`config.mk`:
```
export PLATFORM = sky130hd
export DESIGN_NAME = vipn_core
export DESIGN_NICKNAME = d
export VERILOG_FILES = /design/src/core/vipn_pkg.sv /design/src/core/vipn_core.sv
export VERILOG_INCLUDE_DIRS = /design/src /design/src/core
export SDC_FILE = /design/constraint.sdc
export NUM_CORES = 1
export LEC_CHECK = 0
export BUFFER_PORTS_ARGS = -buffer_cell sky130_fd_sc_hd__buf_2
export CORE_ASPECT_RATIO = 1.4
export CORE_MARGIN = 2
export CORE_UTILIZATION = 30
export CTS_BUF_LIST = sky130_fd_sc_hd__clkbuf_8
export DETAILED_ROUTE_END_ITERATION = 10
export PLACE_DENSITY = 0.43
export RECOVER_POWER = 50
export SETUP_SLACK_MARGIN = 0.2
export SYNTH_ARGS = -nofsm -noshare
export SYNTH_HDL_FRONTEND = slang
export SYNTH_SLANG_ARGS = --single-unit
```
`constraint.sdc`:
```
create_clock -name clk -period 59.2 [get_ports clk]
set_input_delay 8.88 -clock clk [delete_from_list [all_inputs] [get_ports clk]]
set_output_delay 8.88 -clock clk [all_outputs]
set_load 0.1 [all_outputs]
```
`src/core/vipn_defs.svh`:
```
// Purpose: Offsets, field positions, reset values, nesting and event bits
// Assumes: Byte addresses on a 32-bit register port
// Notes:   Definitions only
`ifndef VIPN_DEFS_SVH
`define VIPN_DEFS_SVH

// ****************************************************************
// Register byte addresses
// ****************************************************************
`define VIPN_ADDR_PRIO0     32'hFFFF0020
`define VIPN_ADDR_PRIO1     32'hFFFF0024
`define VIPN_ADDR_PRIO2     32'hFFFF0028
`define VIPN_ADDR_CONN      32'hFFFF0030
`define VIPN_ADDR_NSTACK    32'hFFFF003C
`define VIPN_ADDR_NVEC      32'hFFFF001C
`define VIPN_ADDR_FVEC      32'hFFFF011C
`define VIPN_ADDR_FSTACK    32'hFFFF013C
`define VIPN_ADDR_EVSTAT    32'hFFFF0040
`define VIPN_ADDR_EVMASK    32'hFFFF0044

// ****************************************************************
// Writable bits and reset values
// ****************************************************************
`define VIPN_MASK_PRIO0     32'h07777070
`define VIPN_MASK_PRIO1     32'h77777700
`define VIPN_MASK_PRIO2     32'h00007777
`define VIPN_MASK_CONN      32'h00000003
`define VIPN_RST_WORD       32'h00000000
`define VIPN_RST_STACK      8'h00
`define VIPN_RST_EV         3'h0

// ****************************************************************
// Level field positions (low bit of each 3-bit field)
// ****************************************************************
`define VIPN_LSB_T3         24
`define VIPN_LSB_T2         20
`define VIPN_LSB_T1         16
`define VIPN_LSB_T0         12
`define VIPN_LSB_SWI        4
`define VIPN_LSB_I2CC       28
`define VIPN_LSB_EXT1       24
`define VIPN_LSB_EXT0       20
`define VIPN_LSB_SPIC       16
`define VIPN_LSB_UART       12
`define VIPN_LSB_ADC        8
`define VIPN_LSB_EXT3       12
`define VIPN_LSB_EXT2       8
`define VIPN_LSB_SPIT       4
`define VIPN_LSB_I2CT       0

// ****************************************************************
// Nesting control bits and event bits
// ****************************************************************
`define VIPN_CONN_NORMAL    0
`define VIPN_CONN_FAST      1
`define VIPN_EV_NPUSH       0
`define VIPN_EV_FPUSH       1
`define VIPN_EV_POP         2

`endif

```
`src/core/vipn_pkg.sv`:
```
// Purpose: Shared types of the priority and nesting block
// Assumes: Constants live in vipn_defs.svh
// Notes:   Source numbers double as the vector source field
package vipn_pkg;

  // Register port request
  typedef struct packed {
    logic        wr;
    logic        rd;
    logic [31:0] addr;
    logic [31:0] wdata;
  } vipn_bus_s;

  // Winner of a priority search
  typedef struct packed {
    logic       valid;
    logic [2:0] level;
    logic [4:0] num;
  } vipn_pick_s;

  // Source numbers; timer one sits at 01000
  typedef enum logic [4:0] {
    VIPN_S_ZERO = 5'h00, VIPN_S_SWI  = 5'h01, VIPN_S_EXT0 = 5'h02,
    VIPN_S_EXT1 = 5'h03, VIPN_S_EXT2 = 5'h04, VIPN_S_EXT3 = 5'h05,
    VIPN_S_T0   = 5'h07, VIPN_S_T1   = 5'h08, VIPN_S_T2   = 5'h09,
    VIPN_S_T3   = 5'h0A, VIPN_S_ADC  = 5'h0B, VIPN_S_UART = 5'h0C,
    VIPN_S_SPIC = 5'h0D, VIPN_S_SPIT = 5'h0E, VIPN_S_I2CC = 5'h0F,
    VIPN_S_I2CT = 5'h10
  } vipn_src_e;

  typedef logic [19:0] vipn_srcvec_t;

endpackage

```
`src/core/vipn_core.sv`:
```
// Purpose: Priority, nesting and vector logic of the interrupt controller
// Assumes: Source request lines are already masked and synchronous to clk
// Notes:   Vector base arrives as a port from the base register outside
`timescale 1ns/1ps
`include "vipn_defs.svh"

// Overview of operation
// RULE1: Timer and software levels in first register
// RULE2: Source zero has no level field
// RULE3: Serial and external levels in second register
// RULE4: Slave and external levels in third register
// RULE5: Level zero most urgent, seven least
// RULE6: Control bit0 nests IRQ, bit1 nests FIQ
// RULE7: Nesting off: deliver, no levels, FIQ first
// RULE8: IRQ vector read pushes its level bit
// RULE9: FIQ vector read pushes its level bit
// RULE10: Stacked level blocks equal or lower levels
// RULE11: Stack write clears lowest set bit only
// RULE12: FIQ vector: base 22:7, source 6:2
// RULE13: Timer one encodes as 01000
// RULE14: IRQ vector uses the same layout
// RULE15: Software reads FIQ vector only when servicing
// RULE16: Software writes zero to reserved bits
// RULE17: Ties go to lowest source; reserved read zero
module vipn_core (
  input  wire logic                 clk,         // 200 MHz system clock
  input  wire logic                 rstn,        // Synchronous reset, low
  input  wire vipn_pkg::vipn_bus_s  bus,         // Register port request
  output logic [31:0]               rdata,       // Read data, cycle after
  input  wire vipn_pkg::vipn_srcvec_t irq_src,   // Active IRQ sources
  input  wire vipn_pkg::vipn_srcvec_t fiq_src,   // Active FIQ sources
  input  wire logic [15:0]          vec_base,    // Vector table base
  output logic                      irq_req,     // IRQ request to core
  output logic                      fiq_req,     // FIQ request to core
  output logic                      int_out      // Event interrupt
);
  import vipn_pkg::*;

  // ****************************************************************
  // Registers
  // ****************************************************************
  logic [31:0] prio0_reg;                        // Timers and software
  logic [31:0] prio1_reg;                        // Serial and external
  logic [31:0] prio2_reg;                        // Slaves and external
  logic [1:0]  conn_reg;                         // Nesting enables
  logic [7:0]  nstack_reg;                       // Normal priority stack
  logic [7:0]  fstack_reg;                       // Fast priority stack
  logic [2:0]  evstat_reg;                       // Sticky event bits
  logic [2:0]  evmask_reg;                       // Event enables
  logic [31:0] rdata_reg;                        // Read data holding
  logic        irq_req_reg;                      // IRQ line flop
  logic        fiq_req_reg;                      // FIQ line flop
  logic        int_reg;                          // Event line flop

  // ****************************************************************
  // Address decode
  // ****************************************************************
  wire hit_p0  = (bus.addr == `VIPN_ADDR_PRIO0);
  wire hit_p1  = (bus.addr == `VIPN_ADDR_PRIO1);
  wire hit_p2  = (bus.addr == `VIPN_ADDR_PRIO2);
  wire hit_cn  = (bus.addr == `VIPN_ADDR_CONN);
  wire hit_ns  = (bus.addr == `VIPN_ADDR_NSTACK);
  wire hit_fs  = (bus.addr == `VIPN_ADDR_FSTACK);
  wire hit_nv  = (bus.addr == `VIPN_ADDR_NVEC);
  wire hit_fv  = (bus.addr == `VIPN_ADDR_FVEC);
  wire hit_es  = (bus.addr == `VIPN_ADDR_EVSTAT);
  wire hit_em  = (bus.addr == `VIPN_ADDR_EVMASK);

  wire nest_n  = conn_reg[`VIPN_CONN_NORMAL];    // RULE6
  wire nest_f  = conn_reg[`VIPN_CONN_FAST];      // RULE6

  // ****************************************************************
  // Per-source levels
  // ****************************************************************
  // Source zero is fixed most urgent; unused numbers sit least urgent
  logic [2:0] lvl [0:19];                        // Level of each source
  assign lvl[0]  = 3'h0;                                     // RULE2
  assign lvl[1]  = prio0_reg[`VIPN_LSB_SWI +: 3];            // RULE1
  assign lvl[2]  = prio1_reg[`VIPN_LSB_EXT0 +: 3];           // RULE3
  assign lvl[3]  = prio1_reg[`VIPN_LSB_EXT1 +: 3];           // RULE3
  assign lvl[4]  = prio2_reg[`VIPN_LSB_EXT2 +: 3];           // RULE4
  assign lvl[5]  = prio2_reg[`VIPN_LSB_EXT3 +: 3];           // RULE4
  assign lvl[6]  = 3'h7;
  assign lvl[7]  = prio0_reg[`VIPN_LSB_T0 +: 3];             // RULE1
  assign lvl[8]  = prio0_reg[`VIPN_LSB_T1 +: 3];             // RULE1 RULE13
  assign lvl[9]  = prio0_reg[`VIPN_LSB_T2 +: 3];             // RULE1
  assign lvl[10] = prio0_reg[`VIPN_LSB_T3 +: 3];             // RULE1
  assign lvl[11] = prio1_reg[`VIPN_LSB_ADC +: 3];            // RULE3
  assign lvl[12] = prio1_reg[`VIPN_LSB_UART +: 3];           // RULE3
  assign lvl[13] = prio1_reg[`VIPN_LSB_SPIC +: 3];           // RULE3
  assign lvl[14] = prio2_reg[`VIPN_LSB_SPIT +: 3];           // RULE4
  assign lvl[15] = prio1_reg[`VIPN_LSB_I2CC +: 3];           // RULE3
  assign lvl[16] = prio2_reg[`VIPN_LSB_I2CT +: 3];           // RULE4
  assign lvl[17] = 3'h7;
  assign lvl[18] = 3'h7;
  assign lvl[19] = 3'h7;

  // ****************************************************************
  // Priority search chains
  // ****************************************************************
  // Ascending scan with strict compare keeps the lowest number on ties
  vipn_pick_s nchain [0:20];                     // Normal search stages
  vipn_pick_s fchain [0:20];                     // Fast search stages
  assign nchain[0] = '0;
  assign fchain[0] = '0;

  genvar gi;
  generate
    for (gi = 0; gi < 20; gi++) begin : g_pick
      // Level used for comparison; all equal when nesting is off
      wire [2:0] nl = nest_n ? lvl[gi] : 3'h0;              // RULE7
      wire [2:0] fl = nest_f ? lvl[gi] : 3'h0;              // RULE7
      // Stack bits at this level or more urgent block the source
      wire [7:0] upto = 8'((9'h002 << lvl[gi]) - 9'h001);
      wire nblk = nest_n && |(nstack_reg & upto);           // RULE10
      wire fblk = nest_f && |(fstack_reg & upto);           // RULE10
      wire nok  = irq_src[gi] && !nblk;
      wire fok  = fiq_src[gi] && !fblk;
      wire nwin = nok && (!nchain[gi].valid || nl < nchain[gi].level); // RULE5 RULE17
      wire fwin = fok && (!fchain[gi].valid || fl < fchain[gi].level); // RULE5 RULE17
      assign nchain[gi+1] = nwin ? vipn_pick_s'{1'b1, nl, 5'(gi)} : nchain[gi];
      assign fchain[gi+1] = fwin ? vipn_pick_s'{1'b1, fl, 5'(gi)} : fchain[gi];
    end
  endgenerate

  wire vipn_pick_s npick = nchain[20];           // Most urgent IRQ
  wire vipn_pick_s fpick = fchain[20];           // Most urgent FIQ

  // ****************************************************************
  // Vector words
  // ****************************************************************
  wire [31:0] nvec = {9'h000, vec_base, npick.num, 2'h0};   // RULE14 RULE13
  wire [31:0] fvec = {9'h000, vec_base, fpick.num, 2'h0};   // RULE12 RULE13

  // ****************************************************************
  // Stack update
  // ****************************************************************
  // Vector read with nesting on pushes the winner's level; it is the software's job
  // to read only while servicing, as the read has this side effect
  wire npush = bus.rd && hit_nv && nest_n && npick.valid;   // RULE8 RULE15
  wire fpush = bus.rd && hit_fv && nest_f && fpick.valid;   // RULE9 RULE15
  wire [7:0] nlow = nstack_reg & 8'(~nstack_reg + 8'h01);   // Lowest set bit
  wire [7:0] flow = fstack_reg & 8'(~fstack_reg + 8'h01);
  wire npop = bus.wr && hit_ns && |(nlow & bus.wdata[7:0]);
  wire fpop = bus.wr && hit_fs && |(flow & bus.wdata[7:0]);

  wire [7:0] nstack_next = npush ? (nstack_reg | (8'h01 << npick.level))
                         : npop  ? (nstack_reg & ~nlow)     // RULE11
                         : nstack_reg;
  wire [7:0] fstack_next = fpush ? (fstack_reg | (8'h01 << fpick.level))
                         : fpop  ? (fstack_reg & ~flow)     // RULE11
                         : fstack_reg;

  // ****************************************************************
  // Events
  // ****************************************************************
  wire [2:0] ev_set = {npop | fpop, fpush, npush};
  wire [2:0] ev_clr = (bus.wr && hit_es) ? bus.wdata[2:0] : 3'h0;
  // Set wins over clear in the same cycle
  wire [2:0] evstat_next = (evstat_reg & ~ev_clr) | ev_set;

  // ****************************************************************
  // Read mux
  // ****************************************************************
  // Reserved bits and unmapped addresses read zero
  wire [31:0] rd_mux =
      hit_p0 ? prio0_reg :                                  // RULE2
      hit_p1 ? prio1_reg :
      hit_p2 ? prio2_reg :
      hit_cn ? {30'h0, conn_reg} :                          // RULE17
      hit_ns ? {24'h0, nstack_reg} :
      hit_fs ? {24'h0, fstack_reg} :
      hit_nv ? nvec :
      hit_fv ? fvec :
      hit_es ? {29'h0, evstat_reg} :
      hit_em ? {29'h0, evmask_reg} : `VIPN_RST_WORD;
  wire [31:0] rdata_next = bus.rd ? rd_mux : `VIPN_RST_WORD;

  // ****************************************************************
  // Request lines
  // ****************************************************************
  // With IRQ nesting off a pending FIQ holds IRQ back
  wire irq_next = npick.valid && (nest_n || !fpick.valid);  // RULE7
  wire fiq_next = fpick.valid;

  // ****************************************************************
  // Configuration registers
  // ****************************************************************
  // Reserved bits are masked so stray writes cannot set them
  always_ff @(posedge clk) begin
    if (!rstn) begin
      prio0_reg <= `VIPN_RST_WORD;
      prio1_reg <= `VIPN_RST_WORD;
      prio2_reg <= `VIPN_RST_WORD;
      conn_reg  <= 2'h0;
      evmask_reg <= `VIPN_RST_EV;
    end else begin
      if (bus.wr && hit_p0) prio0_reg <= bus.wdata & `VIPN_MASK_PRIO0; // RULE1 RULE2
      if (bus.wr && hit_p1) prio1_reg <= bus.wdata & `VIPN_MASK_PRIO1; // RULE3
      if (bus.wr && hit_p2) prio2_reg <= bus.wdata & `VIPN_MASK_PRIO2; // RULE4
      if (bus.wr && hit_cn) conn_reg  <= bus.wdata[1:0];               // RULE6 RULE16
      if (bus.wr && hit_em) evmask_reg <= bus.wdata[2:0];
    end
  end

  // ****************************************************************
  // State registers
  // ****************************************************************
  always_ff @(posedge clk) begin
    if (!rstn) begin
      nstack_reg  <= `VIPN_RST_STACK;
      fstack_reg  <= `VIPN_RST_STACK;
      evstat_reg  <= `VIPN_RST_EV;
      rdata_reg   <= `VIPN_RST_WORD;
      irq_req_reg <= 1'b0;
      fiq_req_reg <= 1'b0;
      int_reg     <= 1'b0;
    end else begin
      nstack_reg  <= nstack_next;
      fstack_reg  <= fstack_next;
      evstat_reg  <= evstat_next;
      rdata_reg   <= rdata_next;
      irq_req_reg <= irq_next;
      fiq_req_reg <= fiq_next;
      int_reg     <= |(evstat_next & evmask_reg);
    end
  end

  assign rdata   = rdata_reg;
  assign irq_req = irq_req_reg;
  assign fiq_req = fiq_req_reg;
  assign int_out = int_reg;

  // ****************************************************************
  // Assertions
  // ****************************************************************
  // Normal vector read with nesting pushes the winner's level bit
  AST_NPUSH: assert property (@(posedge clk) disable iff (!rstn) // RULE8
    npush |=> nstack_reg[$past(npick.level)])
    else $error("normal stack bit not set after vector read");

  // Fast vector read with nesting pushes the winner's level bit
  AST_FPUSH: assert property (@(posedge clk) disable iff (!rstn) // RULE9
    fpush |=> fstack_reg[$past(fpick.level)])
    else $error("fast stack bit not set after vector read");

  // A stack write removes at most one bit, the lowest
  AST_POP_ONE: assert property (@(posedge clk) disable iff (!rstn) // RULE11
    (bus.wr && hit_ns && nstack_reg == 8'h09 && bus.wdata[7:0] == 8'hFF)
      |=> nstack_reg == 8'h08)
    else $error("stack write did not clear only the lowest bit");

  // Fast vector read shows base and source in place, zero elsewhere
  AST_FVEC: assert property (@(posedge clk) disable iff (!rstn) // RULE12
    (bus.rd && hit_fv) |=> (rdata[31:23] == 9'h000 && rdata[1:0] == 2'h0
      && rdata[22:7] == $past(vec_base) && rdata[6:2] == $past(fpick.num)))
    else $error("fast vector layout wrong");

  // No winning normal source is blocked by its own or a higher level
  AST_BLOCK: assert property (@(posedge clk) disable iff (!rstn) // RULE10
    (nest_n && npick.valid)
      |-> (nstack_reg & 8'((9'h002 << npick.level) - 9'h001)) == 8'h00)
    else $error("blocked level passed the stack");

  // Without IRQ nesting a pending FIQ keeps IRQ low next cycle
  AST_FIQ_FIRST: assert property (@(posedge clk) disable iff (!rstn) // RULE7
    (!nest_n && fpick.valid) |=> (!irq_req && fiq_req))
    else $error("IRQ raised beside FIQ with nesting off");

  // Bits 3:0 of the first level register always read zero
  AST_SRC0: assert property (@(posedge clk) disable iff (!rstn) // RULE2
    (bus.rd && hit_p0) |=> rdata[3:0] == 4'h0)
    else $error("source zero level bits not zero");

  // Reserved control bits read zero
  AST_CONN_RSV: assert property (@(posedge clk) disable iff (!rstn) // RULE17
    (bus.rd && hit_cn) |=> rdata[31:2] == 30'h0)
    else $error("reserved control bits not zero");

  // Two fast timer sources at one level never resolve to the higher number
  AST_TIE: assert property (@(posedge clk) disable iff (!rstn) // RULE17
    (fiq_src[7] && fiq_src[8] && lvl[7] == lvl[8]) |-> fpick.num != 5'h08)
    else $error("tie not resolved to lowest source");

  // Interrupt line follows masked next status one cycle later
  AST_INT: assert property (@(posedge clk) disable iff (!rstn)
    ##1 int_out == |($past(evstat_next) & $past(evmask_reg)))
    else $error("interrupt output does not follow status");

endmodule // vipn_core

```
==> impl_metrics.yaml <==
outcome:
  status: "complete, no violations"
logic_synthesis:
  synth-edff-count: 0
  avgSynthCellArea_um2: 6.65
  synth_adder_area_share_pct: 6.94
  ys_seq_area_share_pct: 16.5
  async_flop_share_pct: 0
  synth_cells: 1839
  synthMuxAreaShare_pct: 4.11
  synth_xor_area_share_pct: 0.215
  yosys_warnings: 0
  synth-main-ff-cell: "dfxtp_1"
  syn_area_mm2: 0.0122
  synthSimpleGateAreaFrac_pct: 26.2
  synth_compound_area_share_pct: 38.6
  ys_seq_elements: 101
  synth_cell_types: 110
  synth_top_family_by_area: "compound AO/OA/AOI/OAI gates"
setup_path:
  slowest_delay_ns: 0.50
  endpoint_kind: "register"
  crit_required_ns: 59.51
  crit_path_start_kind: "input pin"
  path_common_cell: "ha_1"
  path_class: "input pin to register"
  arrival_ns: 36.54
  crit_fanout: 6
  cpMaxStageDelayCell: "a21oi_1"
floorplan:
  die_w_um: 175
  dieArea_mm2: 0.0424
  num_rows: 87
  coreArea_mm2: 0.0403
  ioPinCount: 159
  initial_utilization_pct: 30.4
  die_y_um: 243
power_and_ir_drop:
  switching_share_pct: 33.4
  leakage_nw: 5.37
  internal_power_mw: 0.0931
  seq_power_share_pct: 48.6
  pwr-share-comb_pct: 14.3
  ir_worst_vdd_uv: 9.59
  clkPwrFrac_pct: 37.1
  p_sw_mw: 0.0468
  power.density_mw_per_mm2: 10.4
timing:
  slew_headroom_pct: 3.45
  fmax_ghz: 0.0276
  drv_slew: 0
  setup_viol: 0
  period_minus_slack_ns: 36.22
  skew_ns: 0.0302
  hold_viol: 0
  period_share_pct: 61.2
  tightest_slew_ns: 1.45
  setup-tns-final_ns: 0
  rsz0062_at_grt: "false"
global_routing:
  grt_max_degree: 65
  grt.overflow.total: 0
  grtUsageTotal_pct: 24.8
  grt_pass1_wl_mm: 81.5
  grtUsageMet3_pct: 2.33
  grt-busiest-layer: "met2"
  grtUsageMet2_pct: 45.1
  grt_pass1_vias: 13600
  antenna_found_initial: 1
  met1_usage_pct: 29.2
routing:
  drc: 0
  vias: 14400
  drtIter0Drc: 1379
  wl_per_cell_um: 22.6
  firstDrtPassIters: 7
  wirelength_mm: 55.0
  vias_per_cell: 5.90
  detail-route-antenna-nets: 0
clock_network:
  cts_buffers: 9
  clock_latency_ns: 0.43
  cts_buffer_depth: 2
  clkSlewWorstSetupHoldPaths_ns: 0.14
  post-cts-setup-buffers: 0
  cts_num_sinks: 101
  ctsResizeCount: 0
  root_buffer: "clkbuf_8"
  cts-htree-levels: 3
  postCtsHoldBufs: 0
  cts_tree: "yes"
min_path:
  hp-class: "register to register"
layout:
  final_net_count: 2083
  largest_reg_flops: 29
  antennaDiodeCount: 0
  instances_no_fill: 2435
  design_area_mm2: 0.0135
  drive_gt1_share_pct: 13.3
  syn_to_final_growth_pct: 10.3
placed_design:
  hpwl_mm: 41.8
  io_buffers: 149
  dpl-instance-area_mm2: 0.0133
  dp.cells: 2419
  place_congestion: 0.904
run:
  cap_violations: 0
## routing by layer
layer	share of wire (%)	wire length, um	up-vias
li1	-	-	6834
met1	40	22100	6871
met2	50	27500	544
met3	4.8	2620	115
met4	5.1	2800	2
met5	0.024	13	-
## Yosys cell counts, drive strengths merged, types with 23 or more instances
cell type	n	area [um2]
a21o	40	300
a21oi	205	1050
a22oi	25	193
a31oi	25	156
and2	31	196
and3	24	150
buf	25	139
clkbuf	110	418
dfxtp	101	2020
ha	63	788
inv	91	342
mux2	31	349
nand2	304	1140
nand3	54	270
nor2	157	592
nor3	24	120
o21a	26	195
o21ai	129	649
o22ai	23	144
## per-stage QoR
step	util (%)	hold WS (ns)	setup WS (ns)	power, mW
floorplan	-	0.445	26.99	0.0807
CTS	33.6	0.495	23.15	0.140
detailed placement	33.1	0.477	22.76	0.0893
global route	33.5	0.512	20.84	0.145
finish	33.5	0.503	22.98	0.140
global placement	33.1	0.465	22.81	0.0892
## power by group through the flow
| stage | combinational [mW] | sequential, mW | clock (mW) |
|---|---|---|---|
| 6_report | 0.0200 | 0.0680 | 0.0519 |
| 5_1_grt | 0.0217 | 0.0680 | 0.0550 |
| 4_1_cts | 0.0199 | 0.0680 | 0.0526 |
| 3_5_place_dp | 0.0198 | 0.0695 | 0 |
| 3_3_place_gp | 0.0197 | 0.0695 | 0 |
| 2_1_floorplan | 0.0110 | 0.0698 | 0 |
## placed cells by master, fill, tap and decap left out, types with 9 or more instances in the layout
cell        n
dfxtp_1    99
nor3_1     24
and3_1     24
a22oi_1    24
a221o_1    14
a21boi_0   12
mux2i_1    14
a31oi_1    25
a21oi_1   200
nand2b_1   18
or3_1      15
o21bai_1   10
o21a_1     26
inv_1      89
a211oi_1   20
clkbuf_8    9
o22ai_1    23
nor2_1    156
or2_2      15
o21ai_0   123
a21o_1     40
a221oi_1   11
buf_4      28
o221ai_1    9
ha_1       63
nand2_1   303
and2_1     30
buf_2     117
a222oi_1    9
nor2b_1    16
nand3_1    54
mux2_2     31
clkbuf_1   34
o211ai_1   18
o31ai_1    13
## critical path, delay by kind of cell
family | cells | cell delay (ns)
and+or+nand+nor | 23 | 3.92
AOI/OAI and AO/OA | 64 | 14.31
buffers and inverters | 8 | 0.78
muxes | 11 | 3.97
adders and majority gates | 18 | 4.65
## logic make-up (layout without fill, tap and decap cells)
family,after synthesis,after routing
AO/OA/AOI/OAI,693,693
AND/OR/NAND/NOR,700,700
XOR/XNOR,3,3
buffers and inverters,226,286
adder cells (fa/ha/maj),69,69
multiplexers,46,46
other,1,3
flip-flops,101,101
## area by class of cell
type | count | area [um2]
Fill cell | 4536 | 26800
Multi-Input combinational cell | 1514 | 9320
Sequential cell | 101 | 2020
Timing Repair Buffer | 179 | 923
Tap cell | 534 | 668
Inverter | 91 | 342
Clock buffer | 9 | 124
Clock inverter | 7 | 88.8
## worst paths after layout
path            startpoint       endpoint  slack (ns)  depth (start not counted)
max reg2reg   prio0_reg[5]       rdata[3]       30.45                        125
max             fiq_src[0]       rdata[3]       22.98                        124
min reg2reg  evmask_reg[2]  evmask_reg[2]        0.50                          2
min          evmask_reg[2]  evmask_reg[2]        0.50                          2
No activity file was read; power rests on OpenSTA's default activity.
